===== src/core/line_driver_defines.vh =====
// constants shared by the output-stage mode control design
// assumes a 25 MHz core clock; included by bare name
`ifndef LINE_DRIVER_DEFINES_VH
`define LINE_DRIVER_DEFINES_VH

// ***************************************************
// mode field encodings
// ***************************************************
`define MODE_OFF        3'h0
`define MODE_LOW_SIDE   3'h1
`define MODE_HIGH_SIDE  3'h2
`define MODE_PUSH_PULL  3'h3
`define MODE_TRI_STATE  3'h4
`define MODE_FORCE_LOW  3'h5
`define MODE_FORCE_HIGH 3'h6
`define MODE_PP_INDUCT  3'h7
`define MODE_RESET      3'h4

// ***************************************************
// register indices and field layout
// ***************************************************
`define IDX_CONFIG      3'h0
`define IDX_LED1_HI     3'h1
`define IDX_LED1_LO     3'h2
`define IDX_LED2_HI     3'h3
`define IDX_LED2_LO     3'h4
`define MODE_MSB        7
`define MODE_LSB        5
`define CFG_LOW_PAD     5'h00
`define LED_RESET       16'h0000
`define BYTE_ZERO       8'h00

// ***************************************************
// timing
// ***************************************************
`define CLK_PERIOD_NS   40
`define DEAD_TIME_NS    80
`define LED_STEP_MS     63
`define NS_PER_MS       1000000

`endif


===== src/core/dead_time_gate.v =====
// break-before-make gate for the two output switches
// assumes requests come from logic on the same clock
`timescale 1ns/1ps
`default_nettype none
module dead_time_gate #(
  parameter DT_CYCLES = 2,
  parameter CW        = 4
) (
  input  wire core_clk_i,
  input  wire nrst_i,
  input  wire want_hs_i,
  input  wire want_ls_i,
  output wire hs_on_o,
  output wire ls_on_o
);

  reg          hs_r;
  reg          ls_r;
  reg [CW-1:0] idle_cnt_r;
  wire         gap_done;

  // counter saturates, so a switch off for long turns on at once
  assign gap_done = (idle_cnt_r >= DT_CYCLES[CW-1:0]);
  assign hs_on_o  = hs_r;
  assign ls_on_o  = ls_r;

  always @(posedge core_clk_i or negedge nrst_i)
  begin
    if (!nrst_i)
    begin
      hs_r       <= 1'b0;
      ls_r       <= 1'b0;
      idle_cnt_r <= DT_CYCLES[CW-1:0];
    end
    else
    begin
      hs_r <= want_hs_i && !ls_r && !want_ls_i && (hs_r || gap_done);
      ls_r <= want_ls_i && !hs_r && !want_hs_i && (ls_r || gap_done);
      if (hs_r || ls_r)
        idle_cnt_r <= {CW{1'b0}};
      else if (!gap_done)
        idle_cnt_r <= idle_cnt_r + {{(CW-1){1'b0}}, 1'b1};
    end
  end

endmodule
`default_nettype wire


===== src/core/led_pattern_scan.v =====
// steps through a 16-bit pattern, one bit per step period
// assumes the pattern is written by logic on the same clock
`timescale 1ns/1ps
`default_nettype none
module led_pattern_scan #(
  parameter STEP_CYCLES = 1575000,
  parameter CW          = 21
) (
  input  wire        core_clk_i,
  input  wire        nrst_i,
  input  wire [15:0] pattern_i,
  output wire        led_on_o
);

  reg [CW-1:0] tick_r;
  reg [3:0]    bit_r;
  reg          led_r;

  assign led_on_o = led_r;

  always @(posedge core_clk_i or negedge nrst_i)
  begin
    if (!nrst_i)
    begin
      tick_r <= {CW{1'b0}};
      bit_r  <= 4'h0;
      led_r  <= 1'b0;
    end
    else
    begin
      led_r <= pattern_i[bit_r];
      if (tick_r == STEP_CYCLES[CW-1:0] - {{(CW-1){1'b0}}, 1'b1})
      begin
        tick_r <= {CW{1'b0}};
        bit_r  <= bit_r + 4'h1;
      end
      else
        tick_r <= tick_r + {{(CW-1){1'b0}}, 1'b1};
    end
  end

endmodule
`default_nettype wire


===== src/core/line_driver_mode_control.v =====
// output-stage mode control: switch gating, receiver, supply switch, leds
// assumes host pins are asynchronous and a 25 MHz core clock
`timescale 1ns/1ps
`default_nettype none
`include "line_driver_defines.vh"
module line_driver_mode_control #(
  parameter LED_STEP_CYCLES = 1575000,
  parameter LED_CW          = 21,
  parameter DT_CW           = 4
) (
  input  wire       core_clk_i,
  input  wire       nrst_i,
  input  wire       line_drive_enable_i,
  input  wire       tx_level_i,
  input  wire       line_sense_i,
  input  wire       supply_enable_i,
  input  wire       aux_sense_i,
  input  wire       wr_valid_i,
  input  wire [2:0] wr_idx_i,
  input  wire [7:0] wr_data_i,
  input  wire       wr_end_i,
  input  wire [2:0] rd_idx_i,
  input  wire       parity_err_clr_i,
  output wire       high_side_switch_o,
  output wire       low_side_switch_o,
  output wire       rx_out_o,
  output wire       rx_enabled_o,
  output wire       supply_switch_o,
  output wire       aux_rx_o,
  output wire       led1_on_o,
  output wire       led2_on_o,
  output wire [7:0] rd_data_o,
  output wire       parity_err_o
);

  // dead time rounded up to whole cycles, at least one
  localparam DT_RAW    = (`DEAD_TIME_NS + `CLK_PERIOD_NS - 1) / `CLK_PERIOD_NS;
  localparam DT_CYCLES = (DT_RAW < 1) ? 1 : DT_RAW;

  // ***************************************************
  // pin synchronisers
  // ***************************************************
  reg  [4:0] sync1_r;
  reg  [4:0] sync2_r;
  wire       en_s;
  wire       tx_s;
  wire       line_s;
  wire       sup_s;
  wire       aux_s;

  always @(posedge core_clk_i or negedge nrst_i)
  begin
    if (!nrst_i)
    begin
      sync1_r <= 5'h00;
      sync2_r <= 5'h00;
    end
    else
    begin
      sync1_r <= {aux_sense_i, supply_enable_i, line_sense_i, tx_level_i,
                  line_drive_enable_i};
      sync2_r <= sync1_r;
    end
  end

  assign en_s   = sync2_r[0];
  assign tx_s   = sync2_r[1];
  assign line_s = sync2_r[2];
  assign sup_s  = sync2_r[3];
  assign aux_s  = sync2_r[4];

  // ***************************************************
  // registers and sequential write staging
  // ***************************************************
  function is_active;
    input [2:0] m;
    begin
      is_active = (m != `MODE_OFF) && (m != `MODE_TRI_STATE);
    end
  endfunction

  reg  [2:0]  mode_r;
  reg  [15:0] led1_r;
  reg  [15:0] led2_r;
  reg  [7:0]  stage_r [0:4];
  reg  [4:0]  staged_r;
  reg         perr_r;
  reg  [7:0]  rd_r;
  reg  [7:0]  stage_nxt [0:4];
  reg  [4:0]  staged_nxt;
  wire [2:0]  req_mode;
  wire        jump_bad;
  wire        commit;
  integer     k;
  integer     j;

  always @*
  begin
    staged_nxt = staged_r;
    for (k = 0; k < 5; k = k + 1)
      stage_nxt[k] = stage_r[k];
    if (wr_valid_i && (wr_idx_i <= `IDX_LED2_LO))
    begin
      stage_nxt[wr_idx_i]  = wr_data_i;
      staged_nxt[wr_idx_i] = 1'b1;
    end
  end

  assign req_mode = stage_nxt[`IDX_CONFIG][`MODE_MSB:`MODE_LSB];
  assign commit   = wr_valid_i && wr_end_i;
  assign jump_bad = staged_nxt[`IDX_CONFIG] && is_active(mode_r)
                    && is_active(req_mode) && (req_mode != mode_r);

  always @(posedge core_clk_i or negedge nrst_i)
  begin
    if (!nrst_i)
    begin
      mode_r   <= `MODE_RESET;
      led1_r   <= `LED_RESET;
      led2_r   <= `LED_RESET;
      staged_r <= 5'h00;
      perr_r   <= 1'b0;
      for (j = 0; j < 5; j = j + 1)
        stage_r[j] <= `BYTE_ZERO;
    end
    else
    begin
      for (j = 0; j < 5; j = j + 1)
        stage_r[j] <= stage_nxt[j];
      staged_r <= commit ? 5'h00 : staged_nxt;
      if (commit && !jump_bad)
      begin
        if (staged_nxt[`IDX_CONFIG])
          mode_r <= req_mode;
        if (staged_nxt[`IDX_LED1_HI])
          led1_r[15:8] <= stage_nxt[`IDX_LED1_HI];
        if (staged_nxt[`IDX_LED1_LO])
          led1_r[7:0] <= stage_nxt[`IDX_LED1_LO];
        if (staged_nxt[`IDX_LED2_HI])
          led2_r[15:8] <= stage_nxt[`IDX_LED2_HI];
        if (staged_nxt[`IDX_LED2_LO])
          led2_r[7:0] <= stage_nxt[`IDX_LED2_LO];
      end
      // keep mode, flag error; set wins over clear
      if (commit && jump_bad)
        perr_r <= 1'b1;
      else if (parity_err_clr_i)
        perr_r <= 1'b0;
    end
  end

  always @(posedge core_clk_i or negedge nrst_i)
  begin
    if (!nrst_i)
      rd_r <= `BYTE_ZERO;
    else
    begin
      case (rd_idx_i)
        `IDX_CONFIG  : rd_r <= {mode_r, `CFG_LOW_PAD};
        `IDX_LED1_HI : rd_r <= led1_r[15:8];
        `IDX_LED1_LO : rd_r <= led1_r[7:0];
        `IDX_LED2_HI : rd_r <= led2_r[15:8];
        `IDX_LED2_LO : rd_r <= led2_r[7:0];
        default      : rd_r <= `BYTE_ZERO;
      endcase
    end
  end

  assign rd_data_o    = rd_r;
  assign parity_err_o = perr_r;

  // ***************************************************
  // output stage decode
  // ***************************************************
  reg want_hs;
  reg want_ls;

  always @*
  begin
    want_hs = 1'b0;
    want_ls = 1'b0;
    case (mode_r)
      `MODE_OFF        : want_hs = 1'b0;
      `MODE_LOW_SIDE   : want_ls = tx_s && en_s;
      `MODE_HIGH_SIDE  : want_hs = !tx_s && en_s;
      `MODE_PUSH_PULL,
      `MODE_PP_INDUCT  :
      begin
        want_hs = en_s && !tx_s;
        want_ls = en_s && tx_s;
      end
      `MODE_TRI_STATE  : want_ls = 1'b0;
      `MODE_FORCE_LOW  : want_ls = 1'b1;
      `MODE_FORCE_HIGH : want_hs = 1'b1;
      default          : want_hs = 1'b0;
    endcase
  end

  dead_time_gate #(
    .DT_CYCLES (DT_CYCLES),
    .CW        (DT_CW)
  ) u_gate (
    .core_clk_i (core_clk_i),
    .nrst_i     (nrst_i),
    .want_hs_i  (want_hs),
    .want_ls_i  (want_ls),
    .hs_on_o    (high_side_switch_o),
    .ls_on_o    (low_side_switch_o)
  );

  // ***************************************************
  // receivers and supply switch
  // ***************************************************
  reg rx_en_r;
  reg rx_out_r;
  reg sup_r;
  reg aux_r;

  always @(posedge core_clk_i or negedge nrst_i)
  begin
    if (!nrst_i)
    begin
      rx_en_r  <= 1'b0;
      rx_out_r <= 1'b1;
      sup_r    <= 1'b0;
      aux_r    <= 1'b0;
    end
    else
    begin
      rx_en_r  <= (mode_r != `MODE_OFF) && !en_s;
      rx_out_r <= ((mode_r != `MODE_OFF) && !en_s) ? !line_s : 1'b1;
      sup_r    <= sup_s;
      aux_r    <= aux_s;
    end
  end

  assign rx_enabled_o    = rx_en_r;
  assign rx_out_o        = rx_out_r;
  assign supply_switch_o = sup_r;
  assign aux_rx_o        = aux_r;

  // ***************************************************
  // led pattern scanners
  // ***************************************************
  wire [31:0] led_pat;
  wire [1:0]  led_on;

  assign led_pat   = {led2_r, led1_r};
  assign led1_on_o = led_on[0];
  assign led2_on_o = led_on[1];

  genvar g;
  generate
    for (g = 0; g < 2; g = g + 1)
    begin : g_led
      led_pattern_scan #(
        .STEP_CYCLES (LED_STEP_CYCLES),
        .CW          (LED_CW)
      ) u_scan (
        .core_clk_i (core_clk_i),
        .nrst_i     (nrst_i),
        .pattern_i  (led_pat[16*g+15:16*g]),
        .led_on_o   (led_on[g])
      );
    end
  endgenerate

endmodule
`default_nettype wire


===== config.mk =====
export PLATFORM = sky130hd
export DESIGN_NAME = line_driver_mode_control
export DESIGN_NICKNAME = d
export VERILOG_FILES = /design/src/core/dead_time_gate.v /design/src/core/led_pattern_scan.v /design/src/core/line_driver_mode_control.v
export VERILOG_INCLUDE_DIRS = /design/src /design/src/core
export SDC_FILE = /design/constraint.sdc
export NUM_CORES = 1
export LEC_CHECK = 0
export BUFFER_PORTS_ARGS = -buffer_cell sky130_fd_sc_hd__buf_2
export CAP_MARGIN = 5
export CORE_UTILIZATION = 49
export CTS_CLUSTER_SIZE = 16
export DETAILED_ROUTE_END_ITERATION = 8
export PLACE_DENSITY = 0.76
export SYNTH_ARGS = -nofsm -noshare
export SYNTH_HDL_FRONTEND = slang
export SYNTH_SLANG_ARGS = --single-unit

===== constraint.sdc =====
create_clock -name core_clk_i -period 4.3 [get_ports core_clk_i]
set_input_delay 0.215 -clock core_clk_i [delete_from_list [all_inputs] [get_ports core_clk_i]]
set_output_delay 0.215 -clock core_clk_i [all_outputs]
set_load 0.02 [all_outputs]

Word level (Yosys, flattened, before mapping)

Cells that the tools add are included.

Reduce and logical (&&, ||, !) cells: 42
Add/sub/neg operators: 5
Muxes and demuxes: 22
Order comparisons: 8
Equality and inequality tests: 16
Bitwise logic cells: 2

Operator list:

| operator                                                                     | count |
|---|---|
| 21-bit by 1-bit adder with 21-bit output, second input constant              | 2 |
| 21-bit == test, second input constant                                        | 2 |
| 21-bit 2-to-1 mux                                                            | 2 |
| 40-bit bitwise mux                                                           | 1 |
| 40-bit 2-to-1 mux                                                            | 1 |
| 8-bit case mux with 5 select lines                                           | 1 |
| 8-bit demux with 3-bit select                                                | 1 |
| 1-bit logical AND                                                            | 20 |
| 4-bit by 1-bit adder with 4-bit output, second input constant                | 3 |
| 3-bit by 2-bit == test with 1-bit output, second input constant              | 4 |
| 3-bit == test, second input constant                                         | 4 |
| 4-bit by 5-bit less-than comparator with 1-bit output, second input constant | 2 |
| 5-bit 2-to-1 mux                                                             | 2 |
| 2-bit AND reduction                                                          | 5 |
| 1-bit binary-select mux with 4-bit select                                    | 2 |
| 1-bit zero test                                                              | 8 |
| 4-bit 2-to-1 mux                                                             | 2 |
| 8-bit 2-to-1 mux                                                             | 1 |
| 3-bit by 1-bit == test with 1-bit output, second input constant              | 2 |
| 1-bit 2-to-1 mux                                                             | 6 |
| 3-bit != test, second input constant                                         | 2 |
| 3-bit nonzero test                                                           | 2 |
| 3-bit OR reduction                                                           | 2 |
| 5-bit bitwise OR                                                             | 1 |
| 14 further kinds                                                             | 17 |

Register bits after elaboration: 161

Longest topological paths before layout

Depth in word-level cells: 14
Depth in mapped cells: 6

Hierarchy

From an unflattened synthesis, not the netlist that was laid out.

Cells, all modules: 534
Area, all modules: 6929.1 µm²

By module, submodules not included:

| module                   | sequential area each (µm²) | area each (µm²) | times used | cells each |
|---|---|---|---|---|
| line_driver_mode_control | 2454.9                     | 3962.6          | 1          | 271 |
| led_pattern_scan         | 650.6                      | 1340.0          | 2          | 120 |
| dead_time_gate           | 151.4                      | 286.5           | 1          | 23 |

Least setup slack after synthesis

No wires, ideal clock.

Path type: register to register
From: reg mode_r[0]
To: reg led1_r[0]
Data required time: 4.175 ns
Period minus slack after synthesis: 1.993 ns
Slack: 2.307 ns
Stages on the path, launching flop included: 7
Arrival time: 1.868 ns
Path through: dfrtp_1 > clkbuf_1 > xor2_1 > or3_4 > o211ai_4 > o2111ai_4 > mux2_2

Cells in the longest elaborated chain, start to end: 8

Ends and longest elaborated chain:

| item                                                                        | line                           | RTL |
|---|---|---|
| from (decl)                                                                 | line_driver_mode_control.v:82  | `reg [2:0] mode_r;` |
| from (signal assigned)                                                      | line_driver_mode_control.v:118 | `` mode_r <= `MODE_RESET; `` |
| from (signal assigned)                                                      | line_driver_mode_control.v:134 | `mode_r <= req_mode;` |
| 3-bit != test (no source line) / 3-bit nonzero test (equally long branches) | -                              |  |
| 1-bit logical AND                                                           | line_driver_mode_control.v:78  | `` is_active = (m != `MODE_OFF) && (m != `MODE_TRI_STATE); `` |
| 1-bit logical AND (2 in a row)                                              | line_driver_mode_control.v:111 | `` assign jump_bad = staged_nxt[`IDX_CONFIG] && is_active(mode_r) `` |
| 1-bit logical AND (*)                                                       | line_driver_mode_control.v:111 |  |
| 1-bit zero test (*)                                                         | line_driver_mode_control.v:131 | `if (commit && !jump_bad)` |
| 1-bit logical AND (*)                                                       | line_driver_mode_control.v:131 |  |
| 2-bit AND reduction (no source line) (*)                                    | -                              |  |
| to (signal assigned)                                                        | line_driver_mode_control.v:119 | `` led1_r <= `LED_RESET; `` |
| to (signal assigned)                                                        | line_driver_mode_control.v:138 | `` led1_r[7:0] <= stage_nxt[`IDX_LED1_LO]; `` |
| to (decl)                                                                   | line_driver_mode_control.v:83  | `reg [15:0] led1_r;` |

Every way passes the cells marked *; elsewhere a longest branch is shown, timed or not.
A chain may end at the register's enable or synchronous reset.

Final worst setup path

From: reg g_led[0].u_scan.tick_r[5]
To: reg g_led[0].u_scan.bit_r[1]

Cells in the longest elaborated chain, start to end: 1

Ends and longest elaborated chain:

| item                   | line                  | RTL |
|---|---|---|
| from (decl)            | led_pattern_scan.v:15 | `reg [CW-1:0] tick_r;` |
| from (signal assigned) | led_pattern_scan.v:25 | `tick_r <= {CW{1'b0}};` |
| from (signal assigned) | led_pattern_scan.v:34 | `tick_r <= {CW{1'b0}};` |
| from (signal assigned) | led_pattern_scan.v:38 | `tick_r <= tick_r + {{(CW-1){1'b0}}, 1'b1};` |
| 21-bit == test         | led_pattern_scan.v:32 | `if (tick_r == STEP_CYCLES[CW-1:0] - {{(CW-1){1'b0}}, 1'b1})` |
| to (signal assigned)   | led_pattern_scan.v:35 | `bit_r <= bit_r + 4'h1;` |
| to (decl)              | led_pattern_scan.v:16 | `reg [3:0] bit_r;` |

Every way passes these cells.

==> results.yml <==
run_status:
  status: "complete, no violations"
timing:
  setup_viol: 0
  skew_ns: 0.00505
  worst_pin_slew_ns: 1.22
  fmax_mhz: 444
  relSlewSlack_pct: 17.3
  slew_viol_final: 0
  post-route-period-util_pct: 52.4
  rsz0062_at_grt: "false"
  hold_violations: 0
  whs_ns: 0.0893
  tns_ns: 0
  period_needed_ns: 2.25
setup_path:
  crit_path_top_delay_cell: "or4b_2"
  critical_path_class: "register to register"
  critPathMaxStageDelay_ns: 0.68
  required_ns: 4.61
  cp-end-kind: "register"
  path_cells: "or4b_2, nor3_1, buf_4, mux2_2"
  critPathMaxFanout: 11
  worstPathArrival_ns: 2.56
  start_kind: "register"
floorplan:
  rows: 42
  die_area_sq_um: 14300
  die_height_um: 120
  core_area_sq_um: 13300
  die_w_um: 120
  start_util_pct: 50.8
  ios: 41
global_route:
  grt_overflow: 0
  antenna_found_initial: 0
  grt_pass1_vias: 4589
  grt_first_pass_wirelength_um: 23300
  gr-usage-all-layers_pct: 21.6
  grt_max_degree: 125
yosys:
  syn_nets: 545
  synth_edf_count: 0
  synth_seq_cells: 156
  synthCells: 515
  async_flop_share_pct: 100
  ys_types: 50
  syn_area_per_cell_sq_um: 13.2
  synth_warnings: 0
  mappedNetlistArea_sq_um: 6780
  ys_seq_area_share_pct: 57.7
  synthFlopType: "dfrtp_1"
final_layout:
  final_util_pct: 59.0
  nets: 593
  layout_commonest_cell: "dfrtp_1"
  fillers: 1061
  diodes: 0
  layout-drive-gt1-share_pct: 30.4
  syn_to_final_growth_pct: 16.1
  final_cell_mix: "dfrtp_1 (153), mux2_2 (77), buf_2 (39)"
power:
  power.density_nw_per_um2: 561
  clkPwrFrac_pct: 37.6
  combPwrFrac_pct: 17.0
  leakage_nw: 3.46
  ir_worst_vdd_mv: 0.273
  p_sw_mw: 1.17
  p_int_mw: 3.24
  pwr-share-seq_pct: 45.4
  switching_share_pct: 26.5
detailed_routing:
  drc_errors: 0
  wire_per_inst_um: 18.7
  vias: 4281
  drt-initial-drc-count: 336
  antenna_left: 0
  wl_um: 14000
  firstDrtPassIters: 5
  via_per_inst: 5.69
clocking:
  clock_sinks: 156
  cts-root-buf: "clkbuf_16"
  path_clk_slew_ns: 0.06
  clk-insertion-delay-late_ns: 0.43
  cts_htree_levels: 4
  cts_buffers: 17
  cts_tree: "yes"
  clock_path_buffers: 2
placed_design:
  gp_congestion: 0.772
  place_hpwl_um: 9240
  numPortBuffers: 40
min_path:
  worstHoldPathType: "input port to register"
job:
  max_cap_violations: 0
## Yosys cell counts, types with 4 or more instances
| cell type | number | area (sq um) |
|---|---|---|
| dfrtp_1 | 153 | 3830 |
| mux2_2 | 77 | 867 |
| nor2_1 | 36 | 135 |
| nand2_1 | 28 | 105 |
| xnor2_1 | 28 | 245 |
| xor2_1 | 19 | 166 |
| nand4_1 | 16 | 100 |
| clkbuf_1 | 15 | 56.3 |
| nand3_1 | 14 | 70.1 |
| nor3_1 | 11 | 55.1 |
| inv_1 | 10 | 37.5 |
| mux4_2 | 10 | 225 |
| mux2i_1 | 9 | 90.1 |
| a22oi_1 | 6 | 45.0 |
| ha_1 | 6 | 75.1 |
| o21ai_0 | 6 | 30.0 |
| nor4_1 | 5 | 31.3 |
| a21oi_1 | 4 | 20.0 |
| nor2b_1 | 4 | 25.0 |
| nor3b_1 | 4 | 30.0 |
| o22ai_1 | 4 | 25.0 |
## area by class of cell
| type | instances | area (sq um) | share of cell area [%] |
|---|---|---|---|
| Sequential cell | 156 | 3910 | 49.7 |
| Multi-Input combinational cell | 328 | 2740 | 34.9 |
| Clock buffer | 22 | 474 | 6.03 |
| Timing Repair Buffer | 50 | 299 | 3.80 |
| Tap cell | 176 | 220 | 2.80 |
| Clock inverter | 10 | 186 | 2.37 |
| Inverter | 10 | 37.5 | 0.477 |
## cell families (layout without fill, tap and decap cells)
| logic type | after synthesis | in the layout | share of synthesized area (%) |
|---|---|---|---|
| buffers and inverters | 31 | 92 | 2.03 |
| AND/OR/NAND/NOR | 145 | 145 | 11.5 |
| AO/OA/AOI/OAI | 34 | 34 | 4.15 |
| XOR/XNOR | 47 | 47 | 6.07 |
| multiplexers | 96 | 96 | 17.4 |
| flip-flops | 156 | 156 | 57.7 |
| adder cells (fa/ha/maj) | 6 | 6 | 1.11 |
## timing repair
action | 4_1_cts | 5_1_grt
buffers inserted | 0 | 0
endpoints found under the hold margin | 8 | 0
gates resized for setup | 0 | 0
hold buffers | 7 | 0
## per-layer routing
layer	GRT usage, %	wire length [um]	vias up
met5	0	0	-
met4	8.75	272	0
met3	5.66	648	26
li1	-	-	1931
met2	35.8	7080	124
met1	27.1	6030	2200
## power groups by stage
stage                     sequential [mW]  clock [mW]  combinational (mW)
after floorplan                      1.96           0               0.537
after global placement               2.00           0               0.709
after detailed placement             2.02           0               0.748
after CTS                            2.00        1.68               0.761
after global routing                 2.04        1.75               0.826
final                                2.00        1.66               0.752
## per-stage QoR
| step | area, sq um | worst slack [ns] | power (mW) | instances |
|---|---|---|---|---|
| 6_report | 7870 | 2.05 | 4.41 | 752 |
| 5_1_grt | 7870 | 1.92 | 4.61 | 752 |
| 4_1_cts | 7870 | 2.04 | 4.44 | 752 |
| 3_5_place_dp | 7140 | 1.96 | 2.77 | 713 |
| 3_3_place_gp | 7140 | 2.04 | 2.71 | 713 |
| 2_1_floorplan | 6780 | 2.31 | 2.50 | 515 |
## flip-flops by register name, summed over array words and instances, names as in the netlist
signal / count
sync1_r: 5
rd_data_o: 8
rx_out_o: 1
led2_r: 16
u_gate.ls_on_o: 1
u_gate.hs_on_o: 1
supply_switch_o: 1
parity_err_o: 1
g_led.u_scan.bit_r: 8
staged_r: 5
stage_r: 35
aux_rx_o: 1
rx_enabled_o: 1
sync2_r: 5
led1_r: 16
g_led.u_scan.led_on_o: 2
g_led.u_scan.tick_r: 42
mode_r: 3
u_gate.idle_cnt_r: 4
## worst paths after layout
kind | from | end | slack [ns] | depth (start not counted)
hold / removal | wr_end_i | staged_r[0] | 0.09 | 2
hold reg to reg | sync1_r[3] | sync2_r[3] | 0.35 | 0
setup / recovery | g_led[0].u_scan.tick_r[5] | g_led[0].u_scan.bit_r[1] | 2.05 | 4
setup reg to reg | g_led[0].u_scan.tick_r[5] | g_led[0].u_scan.bit_r[1] | 2.05 | 4
max in group asynchronous | nrst_i | u_gate.idle_cnt_r[1] | 2.66 | 3
min in group asynchronous | nrst_i | stage_r[38] | 0.52 | 2
## worst max-delay path, delay by kind of cell (launching register included)
| kind | cells | cell delay, ns |
|---|---|---|
| buf+inv | 1 | 0.28 |
| flops | 1 | 0.41 |
| mux | 1 | 0.35 |
| simple gates | 2 | 1.09 |
No activity file was read; power rests on OpenSTA's default activity.
